**src/hw/pin_steer_pkg.sv**
```systemverilog
package pin_steer_pkg;
    typedef enum logic [2:0] {
        MODE_MII_MAC,
        MODE_MII_PHY,
        MODE_RMII_MAC,
        MODE_RMII_PHY,
        MODE_INT_PHY
    } port_mode_t;
    localparam logic [2:0] STRAP_RESET = 3'h0;
    localparam logic [2:0] MODE_RESET = 3'h0;
    localparam int MGMT_CLK_HALF = 4;
    localparam logic [2:0] MGMT_DIV_RESET = 3'h0;
endpackage

```
**src/hw/port_pin_steer.sv**
```systemverilog
// Overview of operation
// - MII MAC: collision pin is an input
// - MII PHY: collision pin driven to MAC
// - MII PHY isolate disables collision, carrier drivers
// - MII MAC: carrier sense pin is input
// - MII PHY: carrier sense driven to MAC
// - RMII modes: collision, carrier, data3/2 unused
// - Slave management: clock and data from master
// - Master management: drive clock, exchange data
// - Straps captured on the third clock after reset release, then held
// - Port 1 MII MAC: receive bits 3..1
// - RMII: only bit 1 carries data
// - Internal PHY: port 1 pins unused
// - PHY modes isolate disables port 1 inputs
// - Port 0 mode strap selects port 0 mode
// - MII MAC: valid qualifies error only, data bits pass ungated
`timescale 1ns/1ps
module port_pin_steer
    import pin_steer_pkg::*;
(
    input wire logic clk,
    input wire logic rst,
    input wire logic [2:0] port0_mode_strap0,
    input wire logic [2:0] port1_mode_strap,
    input wire logic mgmt_master_sel,
    input wire logic port0_isolate,
    input wire logic port1_isolate,
    input wire logic port0_collision_pin_in,
    output logic port0_collision_pin_out,
    output logic port0_collision_pin_oe,
    input wire logic port0_carrier_sense_pin_in,
    output logic port0_carrier_sense_pin_out,
    output logic port0_carrier_sense_pin_oe,
    input wire logic core_collision,
    input wire logic core_carrier,
    output logic ext_collision,
    output logic ext_carrier,
    input wire logic port0_mgmt_clock_pin_in,
    output logic port0_mgmt_clock_pin_out,
    output logic port0_mgmt_clock_pin_oe,
    input wire logic port0_mgmt_data_pin_in,
    output logic port0_mgmt_data_pin_out,
    output logic port0_mgmt_data_pin_oe,
    input wire logic mgmt_out_data,
    input wire logic mgmt_out_en,
    output logic mgmt_in_data,
    output logic mgmt_clock_rise,
    input wire logic port1_in_data_bit3,
    input wire logic port1_in_data_bit2,
    input wire logic port1_in_data_bit1,
    input wire logic port1_in_data_valid,
    input wire logic port1_in_error,
    output logic [2:0] port1_data_hi,
    output logic port1_valid,
    output logic port1_error,
    output logic port1_input_enable,
    output port_mode_t port0_mode,
    output port_mode_t port1_mode
);
    logic [2:0] strap0_s1, strap0_s2, strap1_s1, strap1_s2;
    logic master_s1, master_s2, mgmt_master;
    logic captured;
    logic [1:0] fill;
    logic col_s1, col_s2, crs_s1, crs_s2, mdc_s1, mdc_s2, mdc_q, mdi_s1, mdi_s2;
    logic [2:0] d_s1, d_s2;
    logic dv_s1, dv_s2, er_s1, er_s2;
    logic [2:0] div_cnt;
    logic mdc_gen;

    always_ff @(posedge clk or posedge rst) begin
        if (rst) begin
            {strap0_s1, strap0_s2, strap1_s1, strap1_s2} <= {4{STRAP_RESET}};
            {master_s1, master_s2} <= 2'h0;
            {col_s1, col_s2, crs_s1, crs_s2} <= 4'h0;
            // Management data sync flops idle high, all other sync flops reset low
            {mdc_s1, mdc_s2, mdc_q} <= 3'h0;
            {mdi_s1, mdi_s2} <= 2'h3;
            fill <= 2'h0;
            {d_s1, d_s2} <= 6'h00;
            {dv_s1, dv_s2, er_s1, er_s2} <= 4'h0;
        end else begin
            fill <= {fill[0], 1'b1};
            strap0_s1 <= port0_mode_strap0;
            strap0_s2 <= strap0_s1;
            strap1_s1 <= port1_mode_strap;
            strap1_s2 <= strap1_s1;
            master_s1 <= mgmt_master_sel;
            master_s2 <= master_s1;
            col_s1 <= port0_collision_pin_in;
            col_s2 <= col_s1;
            crs_s1 <= port0_carrier_sense_pin_in;
            crs_s2 <= crs_s1;
            mdc_s1 <= port0_mgmt_clock_pin_in;
            mdc_s2 <= mdc_s1;
            mdc_q <= mdc_s2;
            mdi_s1 <= port0_mgmt_data_pin_in;
            mdi_s2 <= mdi_s1;
            d_s1 <= {port1_in_data_bit3, port1_in_data_bit2, port1_in_data_bit1};
            d_s2 <= d_s1;
            dv_s1 <= port1_in_data_valid;
            dv_s2 <= dv_s1;
            er_s1 <= port1_in_error;
            er_s2 <= er_s1;
        end
    end

    // Straps taken once the synchroniser holds pin levels, then held
    always_ff @(posedge clk or posedge rst) begin
        if (rst) begin
            captured <= 1'b0;
            port0_mode <= MODE_MII_MAC;
            port1_mode <= MODE_MII_MAC;
            mgmt_master <= 1'b0;
        end else if (!captured && fill[1]) begin
            captured <= 1'b1;
            port0_mode <= (strap0_s2 > 3'h3) ? MODE_MII_MAC : port_mode_t'(strap0_s2);
            port1_mode <= (strap1_s2 > 3'h4) ? MODE_INT_PHY : port_mode_t'(strap1_s2);
            mgmt_master <= master_s2;
        end
    end

    wire p0_mii_mac = captured && port0_mode == MODE_MII_MAC;
    wire p0_mii_phy = captured && port0_mode == MODE_MII_PHY;
    wire p0_drive = p0_mii_phy && !port0_isolate;
    wire p1_mii_mac = port1_mode == MODE_MII_MAC;
    wire p1_mii_phy = port1_mode == MODE_MII_PHY;
    wire p1_rmii = port1_mode == MODE_RMII_MAC || port1_mode == MODE_RMII_PHY;
    wire p1_phy = p1_mii_phy || port1_mode == MODE_RMII_PHY;
    wire p1_enable = captured && port1_mode != MODE_INT_PHY && !(p1_phy && port1_isolate);
    wire p1_full = p1_enable && (p1_mii_mac || p1_mii_phy);
    wire mgmt_master_on = captured && mgmt_master;
    wire div_end = div_cnt == 3'(MGMT_CLK_HALF - 1);

    always_ff @(posedge clk or posedge rst) begin
        if (rst) begin
            div_cnt <= MGMT_DIV_RESET;
            mdc_gen <= 1'b0;
        end else if (!mgmt_master_on) begin
            div_cnt <= MGMT_DIV_RESET;
            mdc_gen <= 1'b0;
        end else begin
            div_cnt <= div_end ? MGMT_DIV_RESET : div_cnt + 3'h1;
            mdc_gen <= div_end ? !mdc_gen : mdc_gen;
        end
    end

    always_ff @(posedge clk or posedge rst) begin
        if (rst) begin
            port0_collision_pin_out <= 1'b0;
            port0_collision_pin_oe <= 1'b0;
            port0_carrier_sense_pin_out <= 1'b0;
            port0_carrier_sense_pin_oe <= 1'b0;
            ext_collision <= 1'b0;
            ext_carrier <= 1'b0;
            port0_mgmt_clock_pin_out <= 1'b0;
            port0_mgmt_clock_pin_oe <= 1'b0;
            port0_mgmt_data_pin_out <= 1'b0;
            port0_mgmt_data_pin_oe <= 1'b0;
            mgmt_in_data <= 1'b1;
            mgmt_clock_rise <= 1'b0;
            port1_data_hi <= 3'h0;
            port1_valid <= 1'b0;
            port1_error <= 1'b0;
            port1_input_enable <= 1'b0;
        end else begin
            port0_collision_pin_out <= p0_drive && core_collision;
            port0_collision_pin_oe <= p0_drive;
            port0_carrier_sense_pin_out <= p0_drive && core_carrier;
            port0_carrier_sense_pin_oe <= p0_drive;
            ext_collision <= p0_mii_mac && col_s2;
            ext_carrier <= p0_mii_mac && crs_s2;
            port0_mgmt_clock_pin_out <= mgmt_master_on && mdc_gen;
            port0_mgmt_clock_pin_oe <= mgmt_master_on;
            port0_mgmt_data_pin_out <= mgmt_out_data;
            port0_mgmt_data_pin_oe <= captured && mgmt_out_en;
            mgmt_in_data <= mdi_s2;
            // Slave samples on master clock rise, master on own rise
            mgmt_clock_rise <= mgmt_master_on ? (div_end && !mdc_gen)
                : (captured && mdc_s2 && !mdc_q);
            port1_data_hi[2:1] <= p1_full ? d_s2[2:1] : 2'h0;
            port1_data_hi[0] <= p1_enable ? d_s2[0] : 1'b0;
            port1_valid <= p1_enable && dv_s2;
            port1_error <= p1_enable && dv_s2 && er_s2
                && port1_mode != MODE_RMII_PHY;
            port1_input_enable <= p1_enable;
        end
    end

    collision_drive_a: assert property (@(posedge clk) disable iff (rst)
        port0_collision_pin_oe |-> $past(p0_mii_phy) && !$past(port0_isolate))
        else $error("collision pin driven outside MII PHY or while isolated");
    carrier_unused_a: assert property (@(posedge clk) disable iff (rst)
        !$past(p0_mii_phy) |-> !port0_carrier_sense_pin_oe)
        else $error("carrier pin driven outside MII PHY");
    collision_input_a: assert property (@(posedge clk) disable iff (rst)
        ext_collision |-> $past(p0_mii_mac))
        else $error("collision taken outside MII MAC");
    carrier_follow_a: assert property (@(posedge clk) disable iff (rst)
        $past(p0_mii_mac) && $past(crs_s2) |-> ext_carrier)
        else $error("carrier input lost in MII MAC");
    strap_hold_a: assert property (@(posedge clk) disable iff (rst)
        $past(captured) |-> $stable(port0_mode) && $stable(port1_mode))
        else $error("mode changed after strap capture");
    mgmt_clock_a: assert property (@(posedge clk) disable iff (rst)
        mgmt_master_on && $rose(mdc_gen) |-> mdc_gen [*4] ##1 !mdc_gen)
        else $error("management clock period wrong");
    data_unused_a: assert property (@(posedge clk) disable iff (rst)
        $past(captured && port1_mode == MODE_INT_PHY) |-> !port1_input_enable
            && port1_data_hi == 3'h0)
        else $error("port 1 data used in internal PHY mode");
    rmii_hi_a: assert property (@(posedge clk) disable iff (rst)
        $past(p1_rmii) |-> port1_data_hi[2:1] == 2'h0)
        else $error("RMII upper data bits used");
    isolate_in_a: assert property (@(posedge clk) disable iff (rst)
        $past(p1_phy && port1_isolate) |-> !port1_input_enable && !port1_valid)
        else $error("port 1 inputs live while isolated");
    port0_mode_a: assert property (@(posedge clk) disable iff (rst)
        port0_mode != MODE_INT_PHY)
        else $error("port 0 took a mode it does not have");
    slave_clock_a: assert property (@(posedge clk) disable iff (rst)
        !$past(mgmt_master_on) |-> !port0_mgmt_clock_pin_oe)
        else $error("management clock driven in slave mode");
endmodule

```
**config.mk**
```make
export PLATFORM = sky130hd
export DESIGN_NAME = port_pin_steer
export DESIGN_NICKNAME = d
export VERILOG_FILES = /design/src/hw/pin_steer_pkg.sv /design/src/hw/port_pin_steer.sv
export SDC_FILE = /design/constraint.sdc
export NUM_CORES = 1
export LEC_CHECK = 0
export BUFFER_PORTS_ARGS = -buffer_cell sky130_fd_sc_hd__buf_2
export CORE_MARGIN = 2
export CORE_UTILIZATION = 51
export DETAILED_ROUTE_END_ITERATION = 10
export PLACE_DENSITY = 0.77
export SLEW_MARGIN = 40
export SYNTH_ARGS = -nofsm -noshare
export SYNTH_HDL_FRONTEND = slang
export SYNTH_SLANG_ARGS = --single-unit
```
**constraint.sdc**
```tcl
create_clock -name clk -period 2.5 [get_ports clk]
set_input_delay 0.5 -clock clk [delete_from_list [all_inputs] [get_ports clk]]
set_output_delay 0.5 -clock clk [all_outputs]
set_load 0.02 [all_outputs]
```
==> qor.csv <==
stage,metric,value,unit
finish,fin_nets,202,
grt,grt_use_met2,24.24,%
yosys,synth.most_common_cell,dfrtp_1,
placement,post-dp-hpwl,1857,um
clock_network,postCtsHoldBufs,0,
finish,instances_no_fill,230,
clock_network,cts_setup_buffers,0,
timing,fin_crit,1.487,ns
detailed_routing,totalWireLength,2927,um
worst_setup_path,cp_data_arrival_time,0.99,ns
finish,nFillCells,254,
timing,drv_slew,0,
grt,grt_max_degree,39,
worst_hold_path,worstHoldPathType,input pin to asynchronous set/reset pin,
yosys,synth-adder-area-share,0.6406,%
yosys,synthMuxAreaShare,1.153,%
grt,gr-max-usage-layer,met2,
worst_setup_path,r2r_end,mgmt_master,
grt,antenna_found_initial,0,
detailed_routing,avgRoutedWirePerCell,12.73,um
status,status,finished clean,
timing,grt_setup_unrepaired,false,
detailed_routing,avgViaCountPerCell,4.478,
yosys,synth_compound_area_share,2.434,%
timing,timing.final.crit_share,59.49,%
yosys,synth_top_area_share,78.16,%
floorplan,core_area,0.003661,sq mm
worst_setup_path,reg2reg_depth,2,
clock_network,clk_path_buf_depth,2,
clock_network,root_buffer,clkbuf_8,
worst_setup_path,cp_top_family,flip-flops,
yosys,yosysTopAreaCell,dfrtp_1,
clock_network,h-tree-depth,3,
finish,drive_gt1_share,39.01,%
detailed_routing,drt_pre_antenna_iters,2,
floorplan,die_w,65.89,um
grt,grt_pass1_wl,4767,um
worst_setup_path,cp_max_fo,1,
finish,utilization,66.47,%
grt,grt_pass1_vias,1049,
worst_setup_path,crit_buf_inv,1,
clock_network,path_clk_slew,0.06,ns
worst_setup_path,cp.depth,1,
detailed_routing,drc,0,
yosys,ys.flop_type,dfrtp_1,
yosys,synthXorXnorAreaFrac,0.4484,%
clock_network,cts_resized,0,
placement,io_buffers,47,
worst_setup_path,crit_end,mgmt_in_data,
clock_network,cts.sinks,64,
worst_setup_path,crit_chain,buf_2,
timing,fmax,672.4,MHz
detailed_routing,dr.first_iter.drc_count,48,
finish,multi_input_area,309.0,sq um
floorplan,ios,48,
finish,synthToLayoutAreaGrowth,24.60,%
finish,diodes,0,
yosys,yosysSeqAreaShare,82.19,%
worst_setup_path,path_class,flip-flop to primary output,
detailed_routing,vias,1030,
worst_setup_path,slowest_delay,0.51,ns
yosys,syn_avg_cell_area,16.14,sq um
worst_setup_path,cp-startpoint,mgmt_in_data,
placement,gp_congestion,0.7137,
floorplan,die_area,0.004341,sq mm
placement,dp.cells,214,
worst_setup_path,r2r_slack,1.17,ns
pwr,leakagePower,1.236,nW
timing,finalHoldViolations,0,
floorplan,start_util,53.35,%
pwr,peakVddDrop,0.5033,mV
clock_network,insertion_delay,0.33,ns
worst_setup_path,cp.required,2.00,ns
timing,max-slew-margin-rel,57.63,%
grt,grt_use_met3,8.518,%
finish,final-seq-area,0.001605,sq mm
timing,skew,0.005495,ns
floorplan,rows,22,
timing,finalSetupTns,0,ns
yosys,synthArstFlopShare,100.0,%
yosys,yosysWarnings,0,
yosys,synth.distinct_cells,24,
worst_setup_path,crit_slowest_cell,dfstp_2,
yosys,ys_top_cells_by_count,"dfrtp_1 (61), and2_1 (10), inv_1 (5), nand2_1 (5), nand2b_1 (5)",
yosys,synth_simple_gate_area_share,10.95,%
pwr,powerDensity,852.4,mW/mm^2
floorplan,die_h,65.89,um
yosys,syn_inst,121,
grt,grtUsageTotal,16.07,%
grt,globalRouteOverflowTotal,0,
clock_network,cts_tree,done,
worst_setup_path,startpoint_type,flip-flop,
yosys,synth_top_family_by_area,simple AND/OR/NAND/NOR gates,
grt,met1_usage,18.21,%
yosys,synth_nets,146,
yosys,syn_area,0.001953,sq mm
yosys,ys_ff_latch,64,
worst_setup_path,r2r_start,captured,
detailed_routing,drtAntennaViolNets,0,
timing,worst_slew_pin_slew,0.6348,ns
clock_network,cts_buffers,9,
timing,setup_viol,0,
run,maxCapViolCount,0,
yosys,synth_area_leaders,"dfrtp_1 (78%), dfstp_2 (4.0%), and2_1 (3.2%)",
worst_setup_path,crit_path_end_kind,primary output,
yosys,synth_edf_count,0,
[routing by layer]
metal  wire, um  vias up  share of wire, %
li1           -      498                 -
met1       1163      492                40
met2       1491       35                51
met3        228        5               7.8
met4         44        0               1.5
met5          0        -                 0
[area by class of cell]
type                       instances  area share (%)
inverter                           5          0.8226
sequential                        64           65.96
multi-input combinational         49           12.70
tap                               48           2.468
clock inverter                     3          0.6170
clock buffer                      13           6.941
timing repair buffer              48           10.49
[sequential cells by signal, summed over array words and instances (netlist names), 2 cells and up]
signal and flops:
d_s1 3, d_s2 3, div_cnt 3, fill 2, port0_mode 3, port1_data_hi 3, port1_mode 3, strap0_s1 3
strap0_s2 3, strap1_s1 3, strap1_s2 3
[power by group]
group	total (mW)	internal [mW]	switching, mW
registers	1.13	1.10	0.0260
clock network	0.785	0.436	0.349
logic	0.161	0.0627	0.0985
[worst min-delay path by stage]
stage | slack (ns) | to | depth (start not counted) | from
floorplan | 0.33 | col_s2 | 0 | col_s1
global placement | 0.33 | d_s2[2] | 0 | d_s1[2]
detailed placement | 0.33 | dv_s2 | 0 | dv_s1
CTS | 0.25 | mdi_s1 | 1 | port0_mgmt_data_pin_in
global route | 0.25 | mdi_s1 | 1 | port0_mgmt_data_pin_in
finish | 0.24 | crs_s1 | 2 | rst
[cells in the final DEF, fill, tap and decap left out, drive strengths merged]
master   instances
or2              1
inv              4
and3             2
conb             1
clkbuf          13
o21ai            4
nor2b            1
dfstp            3
ha               1
a2111oi          1
and2            10
or3b             1
nor3             1
nand2b           5
a31oi            3
nor2             4
dfrtp           61
nor3b            5
buf             48
nand3            1
nand2            5
xnor2            1
mux2             2
clkinv           4
[kinds of logic (layout without fill, tap and decap cells)]
kind of cell | after synthesis | after routing
other | 1 | 1
xor gates and xnor gates | 1 | 1
adders and majority gates | 1 | 1
buffers and inverters | 8 | 69
muxes | 2 | 2
DFF | 64 | 64
and+or+nand+nor | 36 | 36
AOI/OAI and AO/OA | 8 | 8
[per-stage QoR]
stage | worst slack, ns | power [mW] | hold WS, ns | area (sq um)
floorplan | 0.4069 | 1.240 | 0.3312 | 1953
global placement | 1.248 | 1.301 | 0.3318 | 2248
detailed placement | 1.183 | 1.310 | 0.3347 | 2248
CTS | 0.9881 | 2.099 | 0.2517 | 2432
global route | 0.9551 | 2.170 | 0.2533 | 2434
finish | 1.013 | 2.074 | 0.2366 | 2434
Power figures use the tool's default switching activity.
